## src/rtl/usbfw_cfg.svh

```systemverilog
// usbfw_cfg.svh: constants for the usb device framework logic
// assumes a 25 MHz system clock; included by bare name
`ifndef USBFW_CFG_SVH
`define USBFW_CFG_SVH
`define USBFW_CLK_HZ        25000000
`define USBFW_FRAME_US      1000
`define USBFW_FRAME_CYC     ((`USBFW_CLK_HZ / 1000000) * `USBFW_FRAME_US)
`define USBFW_SUSP_MS       3
`define USBFW_SUSP_CYC      ((`USBFW_CLK_HZ / 1000) * `USBFW_SUSP_MS)
`define USBFW_WAKE_MS       10
`define USBFW_WAKE_CYC      ((`USBFW_CLK_HZ / 1000) * `USBFW_WAKE_MS)
`define USBFW_NUM_EP        16
`define USBFW_ISO_MAX       1023
`define USBFW_DEF_ADDR      7'h00
`define USBFW_CTRL_EP       4'h0
`define USBFW_FIFO_DEPTH    4
`define USBFW_FIFO_WIDTH    8
`endif

```

## src/rtl/usbfw_pkg.sv

```systemverilog
// usbfw_pkg.sv: types for the usb device framework logic
// assumes the cfg header is included by users for numbers
package usbfw_pkg;
    typedef enum logic [1:0] {
        USBFW_XFER_CTRL = 2'h0,
        USBFW_XFER_ISO  = 2'h1,
        USBFW_XFER_BULK = 2'h2,
        USBFW_XFER_INT  = 2'h3
    } usbfw_xfer_t;
    typedef enum logic [3:0] {
        USBFW_ST_DEFAULT    = 4'h1,
        USBFW_ST_ADDRESSED  = 4'h2,
        USBFW_ST_CONFIGURED = 4'h4,
        USBFW_ST_SUSPENDED  = 4'h8
    } usbfw_state_t;
endpackage : usbfw_pkg

```

## src/rtl/usbfw_fifo.sv

```systemverilog
// usbfw_fifo.sv: small flip-flop fifo with valid/ready on both sides
// assumes one clock and synchronous active-high reset
`timescale 1ns/1ps
module usbfw_fifo #(
    parameter int WIDTH = 8,
    parameter int DEPTH = 4
) (
    input  wire logic             clk,
    input  wire logic             sys_rst,
    input  wire logic [WIDTH-1:0] inData,
    input  wire logic             inValid,
    output logic                  inReady,
    output logic      [WIDTH-1:0] outData,
    output logic                  outValid,
    input  wire logic             outReady
);
    localparam int AW = $clog2(DEPTH);
    logic [WIDTH-1:0] mem [DEPTH];
    logic [AW-1:0]    wrPtr;
    logic [AW-1:0]    rdPtr;
    logic [AW:0]      count;
    wire              doWr = inValid && inReady;
    wire              doRd = outValid && outReady;
    // full and empty come from the occupancy count, never guessed
    assign inReady  = (count != DEPTH[AW:0]);
    assign outValid = (count != '0);
    assign outData  = mem[rdPtr];
    // pointers wrap naturally since depth is a power of two
    always_ff @(posedge clk) begin
        if (sys_rst) begin
            wrPtr <= '0;
            rdPtr <= '0;
            count <= '0;
        end else begin
            if (doWr) begin
                mem[wrPtr] <= inData;
                wrPtr      <= wrPtr + 1'b1;
            end
            if (doRd) begin
                rdPtr <= rdPtr + 1'b1;
            end
            count <= count + {{AW{1'b0}}, doWr} - {{AW{1'b0}}, doRd};
        end
    end
endmodule : usbfw_fifo

```

## src/rtl/usbfw_core.sv

```systemverilog
// usbfw_core.sv: usb device framework state, frame timing, suspend, wake, address filter
// assumes decoded token/packet events from a serial engine, synchronous to clk
// Behaviour
// RULE1: sixteen bidirectional endpoint numbers accepted
// RULE2: endpoint zero always enabled as control
// RULE3: traffic grouped into one millisecond frames
// RULE4: isochronous payloads capped at 1023 bytes
// RULE5: low speed refuses bulk and isochronous
// RULE6: suspend after 3 ms without SOF
// RULE7: wake signalling within 10 ms of current rise
// RULE8: bus reset clears config, address zero
// RULE9: respond only at host-assigned address
// RULE10: pull-up on D+ full, D- low speed
// RULE11: host orders enumeration; any order accepted (code steps only default, then addressed, then configured)
// RULE12: activity restarts idle timer, flags resume
`timescale 1ns/1ps
`include "usbfw_cfg.svh"
module usbfw_core #(
    parameter int SUSP_CYC = `USBFW_SUSP_CYC,
    parameter int WAKE_CYC = `USBFW_WAKE_CYC
) (
    input  wire logic       clk,
    input  wire logic       sys_rst,
    input  wire logic       lowSpeed,
    input  wire logic       attach,
    input  wire logic       busReset,
    input  wire logic       busActivity,
    input  wire logic       sofToken,
    input  wire logic       tokValid,
    input  wire logic [6:0] tokAddr,
    input  wire logic [3:0] tokEndp,
    input  wire logic [1:0] tokXfer,
    input  wire logic       setAddress,
    input  wire logic [6:0] newAddr,
    input  wire logic       setConfig,
    input  wire logic [7:0] rxData,
    input  wire logic       rxValid,
    input  wire logic       rxLast,
    output logic            rxReady,
    input  wire logic       wakeRequest,
    output logic            pullupDp,
    output logic            pullupDm,
    output logic [3:0]      devState,
    output logic [6:0]      devAddr,
    output logic            tokAccept,
    output logic [3:0]      acceptEndp,
    output logic            acceptCtrl,
    output logic            isoOverflow,
    output logic            frameTick,
    output logic            suspended,
    output logic            resumeFlag,
    output logic            remoteWake,
    output logic [7:0]      outData,
    output logic            outValid,
    input  wire logic       outReady
);
    usbfw_pkg::usbfw_state_t state;
    usbfw_pkg::usbfw_state_t next_state;
    usbfw_pkg::usbfw_state_t resumeState;
    logic [6:0]  addrPending;
    logic        addrArmed;
    logic [31:0] idleCnt;
    logic [31:0] wakeCnt;
    logic [15:0] frameCnt;
    logic [10:0] isoCnt;
    logic        isoActive;
    logic        fifoInReady;
    logic        fifoOutValid;
    logic [7:0]  fifoOutData;

    // endpoint field is four bits so all sixteen numbers decode
    function automatic logic xferLegal(input logic ls, input logic [1:0] x);
        xferLegal = !ls || (x == usbfw_pkg::USBFW_XFER_CTRL) ||
                    (x == usbfw_pkg::USBFW_XFER_INT);
    endfunction : xferLegal

    // token filter: address match, endpoint range, speed-limited types
    wire addrHit   = (tokAddr == devAddr); // RULE8 RULE9
    wire epHit     = ({1'b0, tokEndp} < 5'(`USBFW_NUM_EP)); // RULE1
    wire isCtrlEp  = (tokEndp == `USBFW_CTRL_EP); // RULE2
    wire typeOk    = isCtrlEp ? (tokXfer == usbfw_pkg::USBFW_XFER_CTRL)
                              : xferLegal(lowSpeed, tokXfer); // RULE5
    wire awake     = (state != usbfw_pkg::USBFW_ST_SUSPENDED);
    wire tokGood   = tokValid && attach && awake && addrHit && epHit && typeOk;
    wire idleDone  = (idleCnt >= 32'(SUSP_CYC - 1));
    wire frameWrap = (frameCnt == 16'(`USBFW_FRAME_CYC - 1));
    wire isoFull   = (isoCnt >= 11'(`USBFW_ISO_MAX));

    // state transitions; bus reset wins over everything else
    always_comb begin
        next_state = state;
        unique case (state)
            usbfw_pkg::USBFW_ST_DEFAULT: begin
                if (addrArmed && addrPending != `USBFW_DEF_ADDR)
                    next_state = usbfw_pkg::USBFW_ST_ADDRESSED;
            end
            usbfw_pkg::USBFW_ST_ADDRESSED: begin
                if (setConfig)
                    next_state = usbfw_pkg::USBFW_ST_CONFIGURED;
            end
            usbfw_pkg::USBFW_ST_CONFIGURED: begin
                next_state = usbfw_pkg::USBFW_ST_CONFIGURED;
            end
            usbfw_pkg::USBFW_ST_SUSPENDED: begin
                if (busActivity)
                    next_state = resumeState; // RULE12
            end
            default: next_state = usbfw_pkg::USBFW_ST_DEFAULT;
        endcase
        if (awake && idleDone && !busActivity && !sofToken)
            next_state = usbfw_pkg::USBFW_ST_SUSPENDED; // RULE6
        if (busReset)
            next_state = usbfw_pkg::USBFW_ST_DEFAULT; // RULE8
    end

    // device state, address and speed pull-up
    always_ff @(posedge clk) begin
        if (sys_rst) begin
            state       <= usbfw_pkg::USBFW_ST_DEFAULT;
            resumeState <= usbfw_pkg::USBFW_ST_DEFAULT;
            devAddr     <= `USBFW_DEF_ADDR;
            pullupDp    <= 1'b0;
            pullupDm    <= 1'b0;
        end else begin
            state    <= next_state;
            // remember where suspend was entered so a configured device comes back configured
            if (awake && next_state == usbfw_pkg::USBFW_ST_SUSPENDED)
                resumeState <= state; // RULE12
            pullupDp <= attach && !lowSpeed; // RULE10
            pullupDm <= attach && lowSpeed; // RULE10
            if (busReset)
                devAddr <= `USBFW_DEF_ADDR; // RULE8
            else if (addrArmed)
                devAddr <= addrPending; // RULE9
        end
    end

    // the new address only takes effect after the status stage, so hold it one step
    always_ff @(posedge clk) begin
        if (sys_rst || busReset) begin
            addrPending <= `USBFW_DEF_ADDR;
            addrArmed   <= 1'b0;
        end else begin
            addrArmed <= setAddress; // RULE11
            if (setAddress)
                addrPending <= newAddr;
        end
    end

    // inactivity timer: any activity or SOF restarts it
    always_ff @(posedge clk) begin
        if (sys_rst || busReset || busActivity || sofToken || !awake)
            idleCnt <= '0; // RULE12
        else if (!idleDone)
            idleCnt <= idleCnt + 32'h1; // RULE6
    end

    // frame timer resyncs on every SOF and ticks once per frame
    always_ff @(posedge clk) begin
        if (sys_rst || sofToken) begin
            frameCnt  <= '0; // RULE3
            frameTick <= sofToken;
        end else begin
            frameCnt  <= frameWrap ? 16'h0 : frameCnt + 16'h1;
            frameTick <= frameWrap; // RULE3
        end
    end

    // remote wake: signal on the first cycle, held for WAKE_CYC cycles, the full 10 ms by default
    always_ff @(posedge clk) begin
        if (sys_rst || !suspended) begin
            wakeCnt    <= '0;
            remoteWake <= 1'b0;
        end else if (wakeRequest || wakeCnt != '0) begin
            remoteWake <= 1'b1; // RULE7
            wakeCnt    <= (wakeCnt == 32'(WAKE_CYC - 1)) ? 32'h0 : wakeCnt + 32'h1;
        end else begin
            remoteWake <= 1'b0;
        end
    end

    // status outputs and token acceptance
    always_ff @(posedge clk) begin
        if (sys_rst) begin
            devState   <= 4'h1;
            suspended  <= 1'b0;
            resumeFlag <= 1'b0;
            tokAccept  <= 1'b0;
            acceptEndp <= 4'h0;
            acceptCtrl <= 1'b0;
        end else begin
            devState   <= next_state;
            suspended  <= (next_state == usbfw_pkg::USBFW_ST_SUSPENDED);
            resumeFlag <= !awake && busActivity; // RULE12
            tokAccept  <= tokGood; // RULE1 RULE9
            if (tokGood) begin
                acceptEndp <= tokEndp;
                acceptCtrl <= isCtrlEp; // RULE2
            end
        end
    end

    // isochronous payload length guard; excess bytes are dropped and flagged
    always_ff @(posedge clk) begin
        if (sys_rst || busReset) begin
            isoActive   <= 1'b0;
            isoCnt      <= '0;
            isoOverflow <= 1'b0;
        end else begin
            if (tokGood && tokXfer == usbfw_pkg::USBFW_XFER_ISO) begin
                isoActive   <= 1'b1;
                isoCnt      <= '0;
                // an overflowing byte in the same cycle still sets the flag
                isoOverflow <= rxValid && rxReady && isoActive && isoFull; // RULE4
            end else if (rxValid && rxReady && isoActive) begin
                if (isoFull)
                    isoOverflow <= 1'b1; // RULE4
                else
                    isoCnt <= isoCnt + 11'h1;
                if (rxLast)
                    isoActive <= 1'b0;
            end
        end
    end

    // received bytes buffered toward the user; stall reaches the serial engine
    wire dropByte = isoActive && isoFull; // RULE4
    assign rxReady = fifoInReady || dropByte;

    usbfw_fifo #(
        .WIDTH (`USBFW_FIFO_WIDTH),
        .DEPTH (`USBFW_FIFO_DEPTH)
    ) u_fifo (
        .clk      (clk),
        .sys_rst  (sys_rst || busReset),
        .inData   (rxData),
        .inValid  (rxValid && !dropByte),
        .inReady  (fifoInReady),
        .outData  (fifoOutData),
        .outValid (fifoOutValid),
        .outReady (!outValid)
    );

    // output register stage so the user-side data comes from flip-flops
    always_ff @(posedge clk) begin
        if (sys_rst || busReset) begin
            outValid <= 1'b0;
            outData  <= 8'h00;
        end else if (!outValid || outReady) begin
            outValid <= fifoOutValid && !outValid;
            if (fifoOutValid && !outValid)
                outData <= fifoOutData;
        end
    end
endmodule : usbfw_core

```

## config.mk

```make
export PLATFORM = sky130hd
export DESIGN_NAME = usbfw_core
export DESIGN_NICKNAME = d
export VERILOG_FILES = /design/src/rtl/usbfw_pkg.sv /design/src/rtl/usbfw_fifo.sv /design/src/rtl/usbfw_core.sv
export VERILOG_INCLUDE_DIRS = /design/src /design/src/rtl
export SDC_FILE = /design/constraint.sdc
export NUM_CORES = 1
export LEC_CHECK = 0
export BUFFER_PORTS_ARGS = -buffer_cell sky130_fd_sc_hd__buf_4
export CAP_MARGIN = 20
export CORE_ASPECT_RATIO = 0.7
export CORE_UTILIZATION = 53
export CTS_CLUSTER_SIZE = 14
export DETAILED_ROUTE_END_ITERATION = 10
export PLACE_DENSITY = 0.76
export SYNTH_ARGS = -nofsm -noshare
export SYNTH_HDL_FRONTEND = slang
export SYNTH_SLANG_ARGS = --single-unit
```

## constraint.sdc

```tcl
create_clock -name clk -period 2.3 [get_ports clk]
set_input_delay 0.575 -clock clk [delete_from_list [all_inputs] [get_ports clk]]
set_output_delay 0.575 -clock clk [all_outputs]
set_load 0.01 [all_outputs]
```

# ---- Word-level counts from Yosys, hierarchy flattened
# Memories as Yosys holds them, arrays and structs flattened. A register that Yosys moved wholly into a read port is not among the register bits.
# Cells that the tools add are included.
dict set report classes {
  n_mux 19
  n_bitwise 1
  add_sub_neg 8
  eq_ne 12
  order_cmp 2
  n_reduce_logical 53
}
# cell count
set ops {}
lappend ops {{32-bit by 1-bit adder with 32-bit output, second input constant} 2}
lappend ops {{32-bit by 18-bit equality test with 1-bit output, second input constant} 1}
lappend ops {{32-bit by 17-bit greater-or-equal comparator with 1-bit output, second input constant} 1}
lappend ops {{32-bit 2-to-1 mux} 1}
lappend ops {{32-bit nonzero test} 1}
lappend ops {{1-bit logical AND} 20}
lappend ops {{4-bit 2-to-1 mux} 5}
lappend ops {{16-bit by 1-bit adder with 16-bit output, second input constant} 1}
lappend ops {{16-bit by 15-bit equality test with 1-bit output, second input constant} 1}
lappend ops {{4-bit case mux with 4 select lines} 1}
lappend ops {{1-bit 2-to-1 mux} 12}
lappend ops {{11-bit by 1-bit adder with 11-bit output, second input constant} 1}
lappend ops {{11-bit by 10-bit greater-or-equal comparator with 1-bit output, second input constant} 1}
lappend ops {{1-bit logical OR} 11}
lappend ops {{4-bit equality test, second input constant} 2}
lappend ops {{2-bit AND reduction} 4}
lappend ops {{7-bit equality test} 1}
lappend ops {{1-bit zero test} 7}
lappend ops {{7-bit nonzero test} 1}
lappend ops {{2-bit nonzero test} 3}
lappend ops {{2-bit OR reduction} 3}
lappend ops {{2-bit by 1-bit adder with 2-bit output, second input constant} 2}
lappend ops {{4-bit by 1-bit equality test with 1-bit output, second input constant} 1}
lappend ops {{4-bit by 2-bit equality test with 1-bit output, second input constant} 1}
lappend ops {{11 further kinds} 11}
dict set report word_totals {
  word_cells 120
  input_bits 42
  ff_bits 136
  ram_bits 32
  out_inout_bits 34
  memories 1
}
# name depth width read_ports rd_ports_with_merged_regs wr line
set mem_list {}
lappend mem_list {u_fifo.mem 4 8 1 1 1 usbfw_fifo.sv:18} ;# logic [WIDTH-1:0] mem [DEPTH];

# ---- Longest topological paths before layout
# Gate-level depths: netlist of the first run.
dict set report logic_depth {
  ltp_word 8
  mapped_depth 11
  ltp_nobuf 9
}

# ---- Modules after synthesis
# Synthesis of the first run repeated with hierarchy kept, for this count alone.
dict set report hier_totals {
  hier_cells 771
  hier_area_um2 7567.3
}
# mod instances area_each_um2 seq_area_each_um2 cells_each
set by_module_without_submodules {}
lappend by_module_without_submodules {usbfw_core 1 5936.9 2742.6 681}
lappend by_module_without_submodules {usbfw_fifo 1 1630.3 1141.1 90}

# ---- Worst setup path before layout of the first run
# No wires, ideal clock.
dict set report synth_timing {
  path_kind {register to register}
  start {reg u_fifo.count[1]}
  end {reg u_fifo.count[2]}
  t_arrival_ns 2.130
  setup_time_ns 0.128
  synth_period_minus_slack_ns 2.257
  path_buffers 2
  slack_ns 0.043
  stages_incl_launch_ff 12
  t_required_ns 2.172
  path_cell_list {dfxtp_1 -> nor3_1 -> or2_2 -> clkbuf_1 -> inv_1 -> buf_2 -> ha_1 -> inv_1 -> ha_1 -> fa_1 -> xnor2_1 -> nor2_1}
}
dict set report synth_via {
  elab_cells_between_ends 6
  classes_between {2 x add/sub; 1 x eq/ne; 3 x reduce/logical}
}
# item line
set synth_rtl {}
lappend synth_rtl {{start: declaration} usbfw_fifo.sv:21} ;# logic [AW:0] count;
lappend synth_rtl {{start signal: assignment} usbfw_fifo.sv:42} ;# count <= count + {{AW{1'b0}}, doWr} - {{AW{1'b0}}, doRd};
lappend synth_rtl {{3-bit nonzero test} usbfw_fifo.sv:26} ;# assign outValid = (count != '0);
lappend synth_rtl {{1-bit logical AND} usbfw_fifo.sv:23} ;# wire doRd = outValid && outReady;
lappend synth_rtl {{net u_fifo.doRd} usbfw_fifo.sv:23}
lappend synth_rtl {{3-bit by 1-bit subtractor with 3-bit output} usbfw_fifo.sv:42}
# The timed path passes the listed nets, and every way through them passes these cells.
# A chain may end at the register's enable or synchronous reset.

# ---- Worst setup path after layout of the first run
dict set report layout_timing {
  start {reg isoCnt[1]}
  end {out rxReady}
}
dict set report layout_via {
  elab_chain_len 3
}
# item line
set layout_lines {}
lappend layout_lines {{start: declaration} usbfw_core.sv:65} ;# logic [10:0] isoCnt;
lappend layout_lines {{start signal: assignment} usbfw_core.sv:219} ;# isoCnt <= isoCnt + 11'h1;
lappend layout_lines {{11-bit by 10-bit greater-or-equal comparator with 1-bit output} usbfw_core.sv:87} ;# wire isoFull = (isoCnt >= 11'(`USBFW_ISO_MAX));
lappend layout_lines {{1-bit logical AND} usbfw_core.sv:227} ;# wire dropByte = isoActive && isoFull;
lappend layout_lines {{1-bit logical OR} usbfw_core.sv:228} ;# assign rxReady = fifoInReady || dropByte;
lappend layout_lines {{end: declaration} usbfw_core.sv:39} ;# output logic rxReady,
# Every way passes these cells.

==> results of run 1 <==
[placed cells by master, fill, tap and decap left out, types with 16 or more instances in the layout]
cell | netlist | routed
dfxtp_1 | 144 | 139
xnor2_1 | 31 | 31
and3_1 | 27 | 23
nand2_1 | 53 | 53
nand4_1 | 16 | 16
nor2_1 | 120 | 119
nand3_1 | 27 | 27
a21oi_1 | 20 | 19
inv_1 | 23 | 23
edfxtp_1 | 32 | 32
and2_1 | 21 | 21
clkbuf_16 | 0 | 18
mux2i_1 | 21 | 21
buf_4 | 0 | 96
xor2_1 | 47 | 47
[power by group through the flow]
stage | registers, mW | clock network [mW] | logic, mW
after floorplan | 3.33 | 0 | 0.414
after global placement | 3.35 | 0 | 0.597
after detailed placement | 3.36 | 0 | 0.626
after CTS | 3.29 | 2.71 | 0.647
after global routing | 3.30 | 2.86 | 0.715
final | 3.28 | 2.67 | 0.653
[registers in the layout, summed over array words and instances, names as in the netlist, 2 cells and up]
signal	count
u_fifo.wrPtr	2
isoCnt	11
u_fifo.count	3
idleCnt	32
outData	8
devAddr	7
wakeCnt	32
acceptEndp	4
frameCnt	16
devState	4
resumeState	4
u_fifo.mem	32
addrPending	7
u_fifo.rdPtr	2
[metrics by stage]
step | instance area [µm²] | worst slack [ps] | hold slack (ps)
2_1_floorplan | 7380 | 42.5 | 413
3_3_place_gp | 8210 | 11.1 | 424
3_5_place_dp | 8210 | -122 | 432
4_1_cts | 8830 | 18.5 | 312
5_1_grt | 8870 | -7.12 | 323
6_report | 8870 | 36.9 | 327
[critical path, delay by kind of cell, from the launching register on]
kind,cells,cell delay [ps]
flip-flops,1,370
adder cells (fa/ha/maj),1,170
buffers and inverters,1,120
AND/OR/NAND/NOR,2,300
AO/OA/AOI/OAI,2,320
[metal layers]
| layer | track usage (%) | vias up |
|---|---|---|
| met2 | 38.4 | 137 |
| met3 | 4.47 | 18 |
| met4 | 9.02 | 0 |
| met1 | 28.6 | 2594 |
| li1 | - | 2697 |
| met5 | 0 | - |
[cell type report]
cell class	instances	area [µm²]	area share [%]
clock buffer	18	450	5.08
clock inverter	14	104	1.17
multi-input combinational	502	3410	38.4
sequential	176	3850	43.5
timing repair buffer	97	732	8.25
tap	185	231	2.61
inverter	23	86.3	0.974
[path summary, 6_finish.rpt]
| check | slack [ps] | endpoint | startpoint |
|---|---|---|---|
| min | 330 | pullupDp | lowSpeed |
| max | 40 | rxReady | isoCnt[1] |
| max reg2reg | 110 | u_fifo.count[2] | u_fifo.count[1] |
| min reg2reg | 450 | frameCnt[0] | frameCnt[0] |
[cell families after synthesis]
group | Yosys count | synth area share [%]
buffers and inverters | 46 | 2.48
multiplexers | 29 | 5.29
flip-flops | 176 | 52.1
adder cells (fa/ha/maj) | 12 | 2.14
AO/OA/AOI/OAI | 59 | 5.94
AND/OR/NAND/NOR | 324 | 22.8
XOR/XNOR | 78 | 9.26
[repair_timing]
item	4_1_cts	5_1_grt
hold buffers	0	0
resized for setup	11	12
setup endpoints to repair	2	37
endpoints found under the hold margin	0	0
pin swaps	4	3
buffers inserted	3	2
==> results.toml, run 1 <==
[sta]
setup_viol = 0
clock_skew_ps = 8.20
fin_crit_sh_pct = 98.4
finalCriticalPeriod_ps = 2260
timing.fmax_mhz = 442
rsz0062_at_grt = "yes"
setup_tns_ps = 0
relSlewSlack_pct = 55.8
drv_slew = 0
hold_violations = 0
worst_pin_slew_ps = 662

[placement]
place_congestion = 0.824
hpwl_mm = 11.0
numPlacedInstances = 978
io_buffers = 75

[power_and_ir_drop]
design_power_total_mw = 6.61
swShare_pct = 24.6
p_int_mw = 4.98
power.density_nw_per_um2 = 746
p_leak_nw = 3.40
comb_power_share_pct = 9.9
switchingPower_mw = 1.63
seq_power_share_pct = 49.7
clkPwrFrac_pct = 40.4
vdd_drop_max_mv = 0.527

[synthesis]
synth_area_leader_cell = "dfxtp_1"
async_reset_ff_share_pct = 0
ys.flop_type = "dfxtp_1"
syn_area_um2 = 7380
ys_top_cells_by_count = "144 x dfxtp_1, 120 x nor2_1, 53 x nand2_1"
synth_area_leaders = "dfxtp_1 39%, edfxtp_1 13%, nor2_1 6.1%"
yosysMostFrequentCell = "dfxtp_1"
synth_cells = 724
yosysSeqAreaShare_pct = 52.1
ys_ff_latch = 176
syn_area_per_cell_um2 = 10.2
syn-num-nets = 778
ys_types = 63
synth_top_area_share_pct = 39.1
synth-edff-count = 32
yosysWarnings = 0

[clocking]
clk_pin_slew_ps = 60
numCtsBuffers = 17
clock_tree.buffer_depth = 2
clock_latency_ps = 420
htreeDepth = 4
cts-root-buf = "clkbuf_16"
cts_tree = "yes"
cts.sinks = 176

[cells_and_area]
fin_util_pct = 66.4
syn_to_final_growth_pct = 20.2
drive_gt1_share_pct = 20.6
final_cells = 1015
diodes = 0
nets = 871
fillCellCount = 1000

[routing]
drt_iter0_drc = 366
met1Wirelength_mm = 7.01
vias = 5446
dr.pass1.iters = 5
wl_met3_um = 728
drc = 0
dr_wl_met2_mm = 7.30
wl_per_cell_um = 15.1
wl_mm = 15.3
antenna_violating_nets_post_route = 0
routed_via_density = 5.37
top_layer_used = "met4"

[worst_setup_path]
start_kind = "flip-flop"
required_ps = 1730
crit_fanout = 4
ff2ff_path_depth = 9
cp_cell_sequence = "ha_4, a21oi_4, nor4b_4, o21a_1, or2_4, buf_6"
slowest_delay_ps = 370
crit_arrival_ps = 1690
cp-end-kind = "output pin"
critPathSlowestCell = "dfxtp_4"
worstSetupPathType = "flip-flop to output pin"

[grt]
grt_max_degree = 34
antenna_found_initial = 0
grt_usage_pct = 22.7
grt_first_pass_wirelength_mm = 25.4
grt_pass1_vias = 5389
grt_overflow = 0

[floorplanning]
core_um2 = 13400
die_y_um = 101
die_area_um2 = 14400
start_util_pct = 55.2
die_w_um = 143
num_io_pins = 76
rows = 35

[run]
max_cap_viol_count = 0

[worst_hold_path]
hp-class = "primary input to flip-flop"
whs_path_depth = 2

[status]
outcome = "completed"
No activity file was read; power rests on OpenSTA's default activity.
==> run 2: changes to the inputs <==
- ABC_AREA: unset -> 1
- CORE_UTILIZATION: 53 -> 54
- SYNTH_HIERARCHICAL: unset -> 1
==> run 2 against run 1 <==
  * Sequential share of layout area is 3.8 points lower
  * Power is 4.3% higher
  * Design area is 11% higher
  * Area after synthesis is 13% higher
  * First-iteration DRC count is 51% higher
  * Non-clock buffer count stayed put
  * Die area is 11% higher
  * Clock-buffer cell count stayed put
  * Clock skew is 5.1 ps higher
  * Clock power is 8.2% higher
  * Utilization is 0.48 points lower
  * Register-to-register slack worse by 80 ps
  * Critical endpoint is now u_fifo/count[1]
==> results.toml, run 2 <==
[sta]
timing.fmax_mhz = 441
fin_crit_sh_pct = 98.5
drv_slew = 0
hold_violations = 0
clock_skew_ps = 13.3
layout_setup_ws_ps = 34.2
relSlewSlack_pct = 65.1
setup_viol = 0
rsz0062_at_grt = "yes"
finalCriticalPeriod_ps = 2270
worst_pin_slew_ps = 522

[placement]
io_buffers = 75
hpwl_mm = 13.5
place_congestion = 0.907
post-place-ws_ps = -25.1

[grt]
grt_pass1_vias = 6641
grt_usage_pct = 25.0
grt_max_degree = 27
grt_first_pass_wirelength_mm = 31.6
antenna_found_initial = 0
grt_overflow = 0

[synthesis]
yosysMostFrequentCell = "nor2_1"
syn_area_per_cell_um2 = 7.83
syn-num-nets = 1119
ys_ff_latch = 178
synth_top_area_share_pct = 35.1
yosysSeqAreaShare_pct = 46.6
synth_cells = 1065
synth-edff-count = 32
async_reset_ff_share_pct = 0
ys_top_cells_by_count = "190 x nor2_1, 183 x nand2_1, 146 x dfxtp_1"
syn_area_um2 = 8340
synth_area_leader_cell = "dfxtp_1"
ys_types = 50
ys.flop_type = "dfxtp_1"
synth_area_leaders = "dfxtp_1 35%, edfxtp_1 12%, nor2_1 8.6%"
yosysWarnings = 6

[power_and_ir_drop]
vdd_drop_max_mv = 0.460
power.density_nw_per_um2 = 702
p_leak_nw = 3.74

[routing]
dr.pass1.iters = 5
wl_per_cell_um = 13.9
drc = 0
vias = 7235
wl_mm = 19.0
routed_via_density = 5.28
antenna_violating_nets_post_route = 0
drt_iter0_drc = 552

[worst_setup_path]
required_ps = 2620
start_kind = "flip-flop"
rr_startpoint = "isoCnt[0]"
cp-end-kind = "flip-flop"
crit_start = "isoCnt[0]"
crit_fanout = 3
worstSetupPathType = "flip-flop to flip-flop"
crit_arrival_ps = 2580

[cells_and_area]
syn_to_final_growth_pct = 17.8
fin_util_pct = 65.9
diodes = 0
nets = 1216
reg_top3 = "idleCnt x32, u_fifo/mem x32, wakeCnt x32"
fillCellCount = 1233
final_common_cell = "nor2_1"
mostFrequentLayoutCells = "190 x nor2_1, 182 x nand2_1, 140 x dfxtp_1"
drive_gt1_share_pct = 17.1

[run]
max_cap_viol_count = 0

[clocking]
numCtsBuffers = 17
clock_tree.buffer_depth = 2
cts.sinks = 178
cts-root-buf = "clkbuf_16"
cts_tree = "yes"
clock_latency_ps = 430
clk_pin_slew_ps = 70
htreeDepth = 4
hold_buffers = 0

[floorplanning]
die_y_um = 106
die_w_um = 151
num_io_pins = 76
core_um2 = 14900
rows = 37
die_area_um2 = 15900
start_util_pct = 55.9

[status]
outcome = "completed"

[worst_hold_path]
hold_start = "rxData[5]"
hp-class = "primary input to flip-flop"
-- run 2: changes by cell type after synthesis, sizes merged, moves of 36 or more --
cell	previous run	this run
nor3	10	46
inv	23	127
o21ai	9	58
a21oi	21	60
nor2	120	200
nand2	54	194
-- run 2: power by group --
part	internal (mW)	leakage [nW]	switching (mW)	total, mW
registers	3.24	1.47	0.0508	3.29
logic	0.276	1.99	0.430	0.706
clock network	1.61	0.272	1.28	2.89
total	5.13	3.74	1.76	6.89
-- run 2: logic make-up after synthesis --
kind of cell | after synthesis | share of synthesized area, %
simple gates | 554 | 31.4
fa+ha+maj | 12 | 1.89
compound gates | 142 | 9.34
buf+inv | 149 | 7.67
xor+xnor | 30 | 3.15
flops | 178 | 46.6
-- run 2: repair_timing --
item | CTS | global route
pin swaps | 2 | 6
resized for setup | 12 | 10
setup buffers | 2 | 3
setup endpoints to repair | 2 | 3
-- run 2: final cells by class --
cell class              instances  area [µm²]  share of cell area (%)
flip-flops and latches        178        3890                    39.6
multi-input cells             738        3880                    39.5
well taps                     195         244                    2.48
clock buffers                  18         429                    4.37
clock inverters                14         151                    1.54
repair buffers                 97         736                    7.49
inverters                     130         490                    4.99
-- run 2: metal layers --
layer  vias up  part of all wire [%]  track usage (%)
met1      3264                    50             37.3
met4         0                  0.89             6.20
met2       269                    42             36.6
met5         -                     0                0
li1       3685                     -                -
met3        17                   7.5             5.19
-- run 2: per-stage QoR --
stage	cells	power, mW	hold slack (ps)	setup TNS, ps	cell area (µm²)
after global placement	1334	4.03	415	0	9140
after CTS	1367	6.92	339	0	9770
after detailed placement	1334	4.05	419	-25.1	9140
final	1370	6.89	347	0	9820
after global routing	1370	7.16	336	-23.3	9820
after floorplan	1065	3.79	408	-1290	8350
-- run 2: final timing paths --
kind	slack, ps	endpoint	cells past startpoint
hold reg to reg	430	idleCnt[25]	2
setup / recovery	30	u_fifo/count[1]	13
setup reg to reg	30	u_fifo/count[1]	13
hold / removal	350	u_fifo/mem[3][5]	1
-- run 2: worst max-delay path: stages, from the launching register on --
cell,delay (ps)
dfxtp_4,360
ha_4,160
nand2_4,70
nor2_4,40
nand3_2,90
nand3_4,100
a21boi_4,170
nand2_1,70
ha_1,270
inv_1,70
ha_2,160
inv_2,30
fa_2,510
nor2_1,40
